--- src/rtl/fcc_pkg.sv ---
package fcc_pkg;

  // register byte offsets
  localparam logic [7:0] OFS_CTRL   = 8'h00;  // control: feeder type, mode, two-wire
  localparam logic [7:0] OFS_CMD    = 8'h04;  // serial command strobes
  localparam logic [7:0] OFS_STATUS = 8'h08;  // relay, lamp and flag state
  localparam logic [7:0] OFS_PSWMAP = 8'h0C;  // programmable input functions, 3 bits each
  localparam logic [7:0] OFS_STATS  = 8'h10;  // operation counter
  localparam logic [7:0] OFS_EXT    = 8'h14;  // trip, alarm, fault inputs from protection

  // control field positions
  localparam int CTRL_BREAKER = 0;  // 1: circuit-breaker feeder
  localparam int CTRL_MODE_LO = 1;  // two-bit control mode
  localparam int CTRL_TWOWIRE = 3;  // maintained close inputs

  // command bit positions
  localparam int CMD_CLOSEA = 0;
  localparam int CMD_CLOSEB = 1;
  localparam int CMD_OPEN   = 2;
  localparam int CMD_RESET  = 3;
  localparam int CMD_FLAGCLR = 4;   // clear discrepancy and external flags

  // programmable input functions
  localparam logic [2:0] PF_NONE     = 3'h0;
  localparam logic [2:0] PF_ACCESS   = 3'h1;
  localparam logic [2:0] PF_LOCKRST  = 3'h2;
  localparam logic [2:0] PF_INTERLK  = 3'h3;
  localparam logic [2:0] PF_AUTOCLA  = 3'h4;
  localparam logic [2:0] PF_AUTOCLB  = 3'h5;
  localparam logic [2:0] PF_PERMIT   = 3'h6;
  localparam logic [2:0] PF_TEST     = 3'h7;

  // reset values
  localparam logic [31:0] CTRL_RST   = 32'h0000_0000;
  localparam logic [31:0] PSWMAP_RST = 32'h0000_0000;

  // timing
  localparam int CLK_HZ       = 100_000_000;
  localparam int IDLE_MINUTES = 2;
  localparam longint IDLE_CYC = longint'(IDLE_MINUTES) * 60 * CLK_HZ;
  localparam int DEB_MS       = 10;
  localparam int DEB_CYC      = DEB_MS * (CLK_HZ / 1000);
  localparam int FB_MS        = 500;  // time allowed for status feedback
  localparam int FB_CYC       = FB_MS * (CLK_HZ / 1000);

  typedef enum logic [1:0] {
    MODE_MANUAL = 2'b00,
    MODE_AUTO   = 2'b01,
    MODE_HWAUTO = 2'b10
  } fcc_mode_t;

  typedef enum logic [1:0] {
    MSG_USER   = 2'b00,
    MSG_STATUS = 2'b01,
    MSG_ALARM  = 2'b10,
    MSG_TRIP   = 2'b11
  } fcc_msg_t;

  // faceplate lamps
  typedef struct packed {
    logic closed;
    logic open;
    logic tripped;
    logic alarm;
    logic fault;
    logic relayA;
    logic relayB;
    logic assignable_output_lamp;
    logic emergency_shutdown_lamp;
    logic auto;
    logic manual;
  } fcc_lamp_t;

  // debounced switch inputs
  typedef struct packed {
    logic       openOk;
    logic       closeA;
    logic       closeB;
    logic       test;
    logic       statA;
    logic       statB;
    logic [9:0] prog;
  } fcc_sw_t;

endpackage : fcc_pkg

--- src/rtl/fcc_feeder_ctl.sv ---
`timescale 1ns/1ps
// Notes on behaviour
// - contactor feeder: open input lost drops both relays
// - breaker: open lost drops A, closes B
// - no close while open input absent
// - contactor: close input energises matching relay
// - breaker: close B input ignored
// - close inputs momentary unless two-wire selected
// - test input freezes operation counter
// - flag open circuit or welded contactor
// - external close seals in, open drops
// - trip and alarm override displayed message
// - two idle minutes select default message
// - contactor closed lamp needs relay and status
// - breaker closed lamp from relay A, status A
// - open lamp from unhealthy status inputs
// - tripped lamp blocks closing until reset
// - alarm and fault lamps follow conditions
// - relay lamps mirror relay states
// - auto mode: only serial closes
// - hard-wired auto: auto close with permissive
// - manual: switches and keys, no serial close
// - open commands work in every mode
// - ten programmable switch inputs with functions
module fcc_feeder_ctl #(
  parameter longint IDLE_CYCLES = fcc_pkg::IDLE_CYC,  // display idle timeout
  parameter int     DEB_CYCLES  = fcc_pkg::DEB_CYC,   // debounce period
  parameter int     FB_CYCLES   = fcc_pkg::FB_CYC,    // status feedback window
  parameter int     NPROG       = 10                  // programmable inputs
) (
  input  wire logic        ref_clk,     // system clock, 100 MHz
  input  wire logic        srst,        // synchronous reset, active high
  input  wire logic        psel,        // apb select
  input  wire logic        penable,     // apb enable
  input  wire logic        pwrite,      // apb direction
  input  wire logic [7:0]  paddr,       // apb byte address
  input  wire logic [31:0] pwdata,      // apb write data
  output logic      [31:0] prdata,      // apb read data
  output logic             pready,      // apb ready
  output logic             pslverr,     // apb error on unmapped address
  input  wire logic [15:0] swPins,      // raw switch pins, fcc_sw_t order
  input  wire logic [3:0]  keys,        // open, reset, close a, close b keys
  input  wire logic        progRelay,   // programmable relay state
  input  wire logic        esdRelay,    // emergency shutdown relay state
  input  wire logic        anyKey,      // any keypad key press
  output logic             relayA_q,    // output relay A
  output logic             relayB_q,    // output relay B
  output fcc_pkg::fcc_lamp_t lamps_q,   // faceplate lamps
  output fcc_pkg::fcc_msg_t  msgSel_q   // message selected for display
);

  // synchroniser and debounce per switch pin
  logic [15:0] syncA_q, syncB_q;             // two-stage synchroniser
  logic [15:0] swDb_q;                        // debounced level
  logic [15:0] swPrev_q;                      // previous debounced level
  genvar gi;
  generate
    for (gi = 0; gi < 16; gi++)
    begin : g_deb
      logic [23:0] cnt_q;                     // stable-time counter
      always_ff @(posedge ref_clk)
      begin
        if (srst)
        begin
          cnt_q       <= 24'h000000;
          swDb_q[gi]  <= 1'b0;
        end
        else if (syncB_q[gi] == swDb_q[gi])
          cnt_q <= 24'h000000;
        else if (cnt_q >= 24'(DEB_CYCLES - 1))
        begin
          swDb_q[gi] <= syncB_q[gi];
          cnt_q      <= 24'h000000;
        end
        else
          cnt_q <= cnt_q + 24'h000001;
      end
    end
  endgenerate

  // synchroniser flops
  always_ff @(posedge ref_clk)
  begin
    syncA_q  <= srst ? 16'h0000 : swPins;
    syncB_q  <= srst ? 16'h0000 : syncA_q;
    swPrev_q <= srst ? 16'h0000 : swDb_q;
  end

  fcc_pkg::fcc_sw_t sw;                       // debounced view
  assign sw = swDb_q;

  // registers
  logic [31:0] ctrl_q, map_q, stats_q;
  logic [31:0] ext_q;                         // bit0 trip, bit1 alarm, bit2 fault, bit3 trip lockout
  logic        tripped_q, openCkt_q, welded_q, extClose_q, extOpen_q;

  wire        apbWr  = psel && penable && pwrite;
  wire        apbAcc = psel && penable;
  wire        hitCtrl = paddr == fcc_pkg::OFS_CTRL;
  wire        hitCmd  = paddr == fcc_pkg::OFS_CMD;
  wire        hitSt   = paddr == fcc_pkg::OFS_STATUS;
  wire        hitMap  = paddr == fcc_pkg::OFS_PSWMAP;
  wire        hitStat = paddr == fcc_pkg::OFS_STATS;
  wire        hitExt  = paddr == fcc_pkg::OFS_EXT;
  wire        mapped  = hitCtrl | hitCmd | hitSt | hitMap | hitStat | hitExt;
  // command strobes act once, at the first access-phase edge only
  wire [4:0]  cmd     = (apbWr && hitCmd && !pready) ? pwdata[4:0] : 5'h00;

  wire breaker = ctrl_q[fcc_pkg::CTRL_BREAKER];
  wire twoWire = ctrl_q[fcc_pkg::CTRL_TWOWIRE];
  fcc_pkg::fcc_mode_t mode;
  assign mode = fcc_pkg::fcc_mode_t'(ctrl_q[fcc_pkg::CTRL_MODE_LO +: 2]);

  // programmable function decode
  logic [7:0] progFn;                         // one bit per function, any input
  always_comb
  begin
    progFn = 8'h00;
    for (int i = 0; i < NPROG; i++)
      if (sw.prog[i])
        progFn[map_q[3*i +: 3]] = 1'b1;
  end
  wire lockRst = progFn[fcc_pkg::PF_LOCKRST];
  wire intlkOk = (map_q[29:0] == 30'h0) | progFn[fcc_pkg::PF_INTERLK];
  wire permit  = progFn[fcc_pkg::PF_PERMIT];
  wire testOn  = sw.test | progFn[fcc_pkg::PF_TEST];

  // close inputs: edge or level
  wire swCloseA = twoWire ? sw.closeA : (sw.closeA & ~swPrev_q[14]);
  wire swCloseB = twoWire ? sw.closeB : (sw.closeB & ~swPrev_q[13]);
  wire autoClA  = progFn[fcc_pkg::PF_AUTOCLA] & permit;
  wire autoClB  = progFn[fcc_pkg::PF_AUTOCLB] & permit;

  // close source qualified by mode
  wire localOk  = mode == fcc_pkg::MODE_MANUAL;
  wire serialOk = mode == fcc_pkg::MODE_AUTO;
  wire hwOk     = mode == fcc_pkg::MODE_HWAUTO;
  wire reqA = (localOk & (swCloseA | keys[1])) | (serialOk & cmd[fcc_pkg::CMD_CLOSEA])
            | (hwOk & autoClA);
  wire reqB = (localOk & (swCloseB | keys[0])) | (serialOk & cmd[fcc_pkg::CMD_CLOSEB])
            | (hwOk & autoClB);
  wire closeGate = sw.openOk & ~tripped_q & intlkOk;
  wire doCloseA  = closeGate & reqA;
  wire doCloseB  = closeGate & reqB & ~breaker;
  wire openCmd   = keys[3] | cmd[fcc_pkg::CMD_OPEN] | ~sw.openOk;
  wire tripEv    = ext_q[0] & ~tripped_q;

  // external operation: status changes without a pending command
  logic        pendClose_q, pendOpen_q;
  logic [31:0] fbCnt_q;
  wire statAny = breaker ? sw.statA : (sw.statA | sw.statB);
  wire statRise = statAny & ~(breaker ? swPrev_q[11] : (swPrev_q[11] | swPrev_q[10]));
  wire statFall = ~statAny & (breaker ? swPrev_q[11] : (swPrev_q[11] | swPrev_q[10]));
  wire extCl = statRise & ~pendClose_q;
  wire extOp = statFall & ~pendOpen_q & ~openCmd & ~tripEv;

  // output relays
  always_ff @(posedge ref_clk)
  begin
    if (srst)
    begin
      relayA_q <= 1'b0;
      relayB_q <= 1'b0;
    end
    else if (tripEv | openCmd | extOp)
    begin
      relayA_q <= 1'b0;
      relayB_q <= breaker & (openCmd | tripEv);
    end
    else if (doCloseA | (extCl & ~relayB_q))
    begin
      relayA_q <= 1'b1;
      if (breaker)
        relayB_q <= 1'b0;
    end
    else if (doCloseB)
      relayB_q <= 1'b1;
    else if (twoWire & localOk & ~breaker & ~sw.closeA & ~sw.closeB)
    begin
      relayA_q <= 1'b0;
      relayB_q <= 1'b0;
    end
  end

  // discrepancy watch after commands
  always_ff @(posedge ref_clk)
  begin
    if (srst)
    begin
      pendClose_q <= 1'b0;
      pendOpen_q  <= 1'b0;
      fbCnt_q     <= 32'h0000_0000;
      openCkt_q   <= 1'b0;
      welded_q    <= 1'b0;
      extClose_q  <= 1'b0;
      extOpen_q   <= 1'b0;
    end
    else
    begin
      if (doCloseA | doCloseB)
      begin
        pendClose_q <= 1'b1;
        pendOpen_q  <= 1'b0;
        fbCnt_q     <= 32'h0000_0000;
      end
      else if ((openCmd | tripEv) & (relayA_q | relayB_q))
      begin
        pendOpen_q  <= 1'b1;
        pendClose_q <= 1'b0;
        fbCnt_q     <= 32'h0000_0000;
      end
      else if (pendClose_q & statRise)
        pendClose_q <= 1'b0;
      else if (pendOpen_q & statFall)
        pendOpen_q <= 1'b0;
      else if ((pendClose_q | pendOpen_q) & (fbCnt_q >= 32'(FB_CYCLES - 1)))
      begin
        pendClose_q <= 1'b0;
        pendOpen_q  <= 1'b0;
      end
      else if (pendClose_q | pendOpen_q)
        fbCnt_q <= fbCnt_q + 32'h0000_0001;
      // flags: set wins over serial clear
      openCkt_q  <= (pendClose_q & ~statRise & (fbCnt_q >= 32'(FB_CYCLES - 1)))
                  | (openCkt_q & ~cmd[fcc_pkg::CMD_FLAGCLR]);
      welded_q   <= (pendOpen_q & ~statFall & (fbCnt_q >= 32'(FB_CYCLES - 1)))
                  | (welded_q & ~cmd[fcc_pkg::CMD_FLAGCLR]);
      extClose_q <= extCl | (extClose_q & ~cmd[fcc_pkg::CMD_FLAGCLR]);
      extOpen_q  <= extOp | (extOpen_q & ~cmd[fcc_pkg::CMD_FLAGCLR]);
    end
  end

  // trip latch and operation counter
  wire rstReq = keys[2] | cmd[fcc_pkg::CMD_RESET];
  wire tripClr = ~ext_q[0] & (ext_q[3] ? (lockRst | cmd[fcc_pkg::CMD_RESET]) : (rstReq | lockRst));
  always_ff @(posedge ref_clk)
  begin
    if (srst)
      tripped_q <= 1'b0;
    else
      tripped_q <= tripEv | (tripped_q & ~tripClr);
    if (srst)
      stats_q <= 32'h0000_0000;
    else if ((doCloseA | doCloseB | (tripEv & relayA_q)) & ~testOn)
      stats_q <= stats_q + 32'h0000_0001;
  end

  // display message selection
  logic [63:0] idle_q;                        // wide: the default timeout overflows 32 bits
  wire feederClosed = lamps_q.closed;
  always_ff @(posedge ref_clk)
  begin
    if (srst | anyKey)
      idle_q <= 64'h0000_0000_0000_0000;
    else if (idle_q < 64'(IDLE_CYCLES))
      idle_q <= idle_q + 64'h0000_0000_0000_0001;
    if (srst)
      msgSel_q <= fcc_pkg::MSG_STATUS;
    else if (tripped_q | ext_q[0])
      msgSel_q <= fcc_pkg::MSG_TRIP;
    else if (ext_q[1])
      msgSel_q <= fcc_pkg::MSG_ALARM;
    else if (idle_q >= 64'(IDLE_CYCLES - 1))
      msgSel_q <= feederClosed ? fcc_pkg::MSG_USER : fcc_pkg::MSG_STATUS;
  end

  // lamps
  fcc_pkg::fcc_lamp_t lampD;
  always_comb
  begin
    lampD = '0;
    lampD.closed  = breaker ? (relayA_q & sw.statA)
                  : ((relayA_q & sw.statA) | (relayB_q & sw.statB));
    lampD.open    = breaker ? ~sw.statA : (~sw.statA & ~sw.statB);
    lampD.tripped = tripped_q;
    lampD.alarm   = ext_q[1];
    lampD.fault   = ext_q[2];
    lampD.relayA  = relayA_q;
    lampD.relayB  = relayB_q;
    lampD.assignable_output_lamp  = progRelay;
    lampD.emergency_shutdown_lamp = esdRelay;
    lampD.auto    = mode != fcc_pkg::MODE_MANUAL;
    lampD.manual  = mode == fcc_pkg::MODE_MANUAL;
  end
  always_ff @(posedge ref_clk)
    lamps_q <= srst ? '0 : lampD;

  // apb slave, one wait state
  wire [31:0] rdMux = hitCtrl ? ctrl_q
                    : hitSt   ? {20'h0, extOpen_q, extClose_q, welded_q, openCkt_q,
                                 tripped_q, msgSel_q, feederClosed, testOn, sw.openOk,
                                 relayB_q, relayA_q}
                    : hitMap  ? map_q
                    : hitStat ? stats_q
                    : hitExt  ? ext_q
                    : 32'h0000_0000;
  always_ff @(posedge ref_clk)
  begin
    if (srst)
    begin
      ctrl_q  <= fcc_pkg::CTRL_RST;
      map_q   <= fcc_pkg::PSWMAP_RST;
      ext_q   <= 32'h0000_0000;
      pready  <= 1'b0;
      prdata  <= 32'h0000_0000;
      pslverr <= 1'b0;
    end
    else
    begin
      pready  <= apbAcc & ~pready;
      pslverr <= apbAcc & ~pready & ~mapped;
      prdata  <= (apbAcc & ~pready & ~pwrite) ? rdMux : 32'h0000_0000;
      if (apbWr & pready & hitCtrl)
        ctrl_q <= {28'h0, pwdata[3:0]};
      if (apbWr & pready & hitMap)
        map_q <= {2'h0, pwdata[29:0]};
      if (apbWr & pready & hitExt)
        ext_q <= {28'h0, pwdata[3:0]};
    end
  end

  // assertions
  a_open_drops: assert property (@(posedge ref_clk) disable iff (srst)
    (!sw.openOk && !breaker) |=> !relayA_q && !relayB_q)
    else $error("relays not dropped on lost open input");
  a_brk_open: assert property (@(posedge ref_clk) disable iff (srst)
    (!sw.openOk && breaker) |=> !relayA_q && relayB_q)
    else $error("breaker open sequence wrong");
  a_trip_blocks: assert property (@(posedge ref_clk) disable iff (srst)
    (tripped_q && !relayA_q) |=> !relayA_q)
    else $error("closed while tripped");
  a_test_stats: assert property (@(posedge ref_clk) disable iff (srst)
    testOn |=> stats_q == $past(stats_q))
    else $error("counter moved in test");
  a_brk_closeb: assert property (@(posedge ref_clk) disable iff (srst)
    (breaker && !relayB_q && sw.openOk && !tripEv && !openCmd) |=> !relayB_q)
    else $error("breaker relay B closed by close B");
  a_lamp_mirror: assert property (@(posedge ref_clk) disable iff (srst)
    ##1 lamps_q.relayA == $past(relayA_q))
    else $error("relay A lamp mismatch");
  a_trip_msg: assert property (@(posedge ref_clk) disable iff (srst)
    ext_q[0] |=> msgSel_q == fcc_pkg::MSG_TRIP)
    else $error("trip message not shown");
  a_manual_serial: assert property (@(posedge ref_clk) disable iff (srst)
    (localOk && !relayA_q && !(swCloseA | keys[1])) |=> !relayA_q || $past(extCl))
    else $error("serial close acted in manual");

endmodule : fcc_feeder_ctl

--- config.mk ---
export PLATFORM = sky130hd
export DESIGN_NAME = fcc_feeder_ctl
export DESIGN_NICKNAME = d
export VERILOG_FILES = /design/src/rtl/fcc_pkg.sv /design/src/rtl/fcc_feeder_ctl.sv
export SDC_FILE = /design/constraint.sdc
export NUM_CORES = 1
export LEC_CHECK = 0
export ABC_AREA = 0
export BUFFER_PORTS_ARGS = -buffer_cell sky130_fd_sc_hd__buf_2
export CAP_MARGIN = 20
export CORE_MARGIN = 3
export CORE_UTILIZATION = 58
export DETAILED_ROUTE_END_ITERATION = 16
export PLACE_DENSITY_LB_ADDON = 0.3
export SETUP_SLACK_MARGIN = 0.3
export SYNTH_ARGS = -nofsm -noshare
export SYNTH_HDL_FRONTEND = slang
export SYNTH_SLANG_ARGS = --single-unit
--- constraint.sdc ---
create_clock -name ref_clk -period 4.9 [get_ports ref_clk]
set_clock_uncertainty 0.05 [all_clocks]
set_input_delay 0.245 -clock ref_clk [delete_from_list [all_inputs] [get_ports ref_clk]]
set_output_delay 0.245 -clock ref_clk [all_outputs]
set_load 0.1 [all_outputs]
==> results by group <==
Run
  • Max-cap violations: 0

Power and ir drop
  • Leak: 10.5 nW
  • Total power: 0.0108 W
  • VDD IR max: 0.000265 V
  • PD cells: 355 nW/um^2

Worst setup path
  • CP max FO: 25
  • Setup slack, reg-to-reg: 1.34 ns
  • Critical path class: register to register
  • R2r startpoint: map_q[14]
  • WP data arrival: 3.98 ns
  • WP data required: 5.32 ns
  • R2R depth: 9
  • Worst setup path end: stats_q[28]
  • Reg2Reg Capture Point: stats_q[28]
  • Crit end category: register
  • Worst Setup SP: map_q[14]
  • Slowest CP cell: o311ai_1
  • Cell breakdown of the critical path: nand4b_1, o211ai_1, or3_1, o311ai_1, a21o_1, buf_4, or2_1, nor3_1, mux2_2
  • Worst setup SP type: register
  • Critical path's largest stage delay: 0.72 ns

Detailed routing
  • DR WL/cell: 15.2 um
  • Drt pass-1 iters: 5
  • DRC: 0
  • Detailed Route WL: 57700 um
  • Initial DRC Count: 1579
  • Vias/cell: 5.54
  • ANT nets after route: 0
  • Vias: 21000

Place
  • # port buffers: 114
  • Final HPWL DP: 39500 um
  • GPL Wtd Cong: 0.872
  • Placement Setup Slack: 1.18 ns

GRT
  • Largest net degree at the start of global routing: 128
  • Tot GR Track Use: 23.8%
  • Initial antenna violation count: 2
  • First-pass GRT wire length: 95500 um
  • Vias in the first global route: 20400
  • Total grt overflow: 0

CTS
  • Post-CTS Setup Inserts: 0
  • CTS tree: built
  • # resized after CTS: 0
  • Max Buffers Root-to-Sink: 3
  • H-tree depth: 3
  • Clk root buf: clkbuf_16
  • Worst-path clk slew: 0.06 ns
  • Post-cts hold buffer count: 59
  • Clock buffer count from CTS: 67
  • Worst-skew pair later-pin latency: 0.58 ns
  • Clock tree sinks: 658

Finish
  • Layout net count: 3249
  • Core Util, Final: 68.1%
  • # diodes: 0
  • Footprint of the multi-input gates: 12600 sq um
  • Filler cells: 3473
  • Synthesis-to-layout area growth: 15.1%
  • Share of cells above drive strength 1: 8.05%
  • Register area: 13200 sq um

Synthesis
  • Biggest area consumer among synthesized cells: dfxtp_1
  • Synthesized instance count: 2978
  • Ys async rst share: 0%
  • Area contributors post-synth: dfxtp_1 50%, nor2_1 7.7%, xnor2_1 6.0%, xor2_1 5.2%, nand2_1 3.3%
  • Main synth FF type: dfxtp_1
  • Synth cell types: 67
  • Synth warn: 0
  • Sequential share of the synthesized area: 50.0%
  • Number of synthesized flops with an enable pin: 0
  • Netlist Area Pre-Place: 26300 sq um
  • Mean area per synthesized cell: 8.84 sq um
  • FF+latch count, synth: 658
  • Top-area cell type share of the netlist area: 50.0%

STA
  • Slew Limit Fails: 0
  • Fin. Hold Viols: 0
  • Worst-margin pin slew: 1.09 ns
  • RSZ-0062 raised after global routing: false
  • # setup viols final: 0
  • Setup_tns: 0 ns
  • Post-layout min period: 3.56 ns
  • Final WS setup: 1.34 ns
  • Worst slew margin: 25.6%
  • FMAX: 0.281 GHz
  • Period utilization: 72.7%

Floorplanning
  • Io pins: 117
  • Std cell rows: 77
  • Initial core utilization: 59.1%
  • Die W: 219 um
  • Die area: 48000 sq um
  • Core footprint: 44500 sq um
  • Die height: 219 um

Min path
  • Hold Crit Class: input port to register
  • Hold path startpoint: pwrite

Status
  • Outcome: completed
## synthesized netlist by cell type (6+ instances only)
cell         n
nor4bb_1    16
a2111oi_0    9
nor2b_1     60
buf_1        6
xnor2_1    179
nor2_1     541
xor2_1     155
a22o_1      19
nand4b_1    29
mux2i_1     27
or4_1        7
mux2_2       6
nand2_1    228
and3_1      70
nor4_1      67
nand2b_1     9
a31oi_1     11
or3_1       46
a21oi_1    110
nor3_1      50
a22oi_1      9
clkbuf_1   117
o31ai_1      7
a41oi_1      8
and2_1      41
dfxtp_1    658
and4_1      14
ha_1        19
nand4_1     70
o21ai_0     63
inv_1       72
nor4b_1      7
o41ai_1     12
or2_2        7
nand3_1    166
a32oi_1      6
## cell families after synthesis
family / Yosys count / share of synthesized area [%]
muxes: 33 / 1.28
xor gates and xnor gates: 334 / 11.1
AOI/OAI and AO/OA: 283 / 6.72
DFF: 658 / 50.0
buffers and inverters: 205 / 2.98
other: 1 / 0.0142
adders and majority gates: 19 / 0.903
and+or+nand+nor: 1445 / 26.9
## placed cells by master, fill, tap and decap left out, types with 8 or more instances in the layout
master and n:
a21oi_1 110, and3_1 70, o21ai_0 63, and2_1 41, a2111oi_0 9, clkbuf_16 69
ha_1 19, buf_4 8, nor4bb_1 16, nor4_1 67, clkbuf_8 13, nand4b_1 29
inv_1 72, xnor2_1 179, dlygate4sd3_1 59, a22oi_1 9, or3_1 46, nand3_1 166
nand2b_1 9, dfxtp_1 658, nand4_1 70, a22o_1 19, mux2i_1 27, xor2_1 155
nor3_1 50, nand2_1 228, clkinv_2 15, conb_1 64, a31oi_1 11, a41oi_1 8
nor2b_1 60, buf_2 114, and4_1 14, nor2_1 540, o41ai_1 12
## flip-flops by register name (all words and copies together) (netlist names), 2 cells and up
name         count
ctrl_q           4
ext_q            4
fbCnt_q         32
g_deb.cnt_q    384
idle_q          64
lamps_q         10
map_q           30
msgSel_q         2
prdata          32
stats_q         32
sw              16
swPrev_q         4
syncA_q         16
syncB_q         16
## worst min path at each step
stage | to | slack [ns] | depth (start not counted)
2_1_floorplan | pready | 0.29 | 1
3_3_place_gp | fbCnt_q[28] | 0.37 | 2
3_5_place_dp | fbCnt_q[30] | 0.37 | 2
4_1_cts | prdata[3] | 0.10 | 3
5_1_grt | pslverr | 0.15 | 3
6_report | prdata[3] | 0.14 | 3
## metrics by stage
step                hold slack [ns]  instances  instance area [sq um]
global route                  0.146       3797                  30300
global placement              0.366       3622                  27500
floorplan                     0.294       3041                  26600
CTS                           0.101       3796                  30300
finish                        0.142       3797                  30300
detailed placement            0.371       3625                  27500
## cell type report
cell class | instances | area share, %
clock buffer | 87 | 6.35
clock inverter | 25 | 0.958
multi-input combinational | 2178 | 41.6
sequential | 658 | 43.5
timing repair buffer | 185 | 4.26
tap | 592 | 2.44
inverter | 72 | 0.892
## worst max-delay path, delay by kind of cell (launching register included)
family | cells | cell delay (ns)
flip-flops | 1 | 0.51
buffers and inverters | 1 | 0.20
multiplexers | 1 | 0.30
AO/OA/AOI/OAI | 3 | 1.02
AND/OR/NAND/NOR | 4 | 1.36
## report_power, final
group	internal (W)	leakage [nW]	switching, W
Clock	0.00308	1.11	0.00204
Sequential	0.00540	5.33	0.0000276
Combinational	0.0000879	4.07	0.000126
## metal layers
layer / GRT usage [%] / part of all wire (%)
met1: 29.8 / 43
met2: 40.6 / 48
met3: 4.38 / 5.0
met4: 9.53 / 3.7
met5: 0 / 0.024
Note: power is estimated with default switching activity, not from simulation.
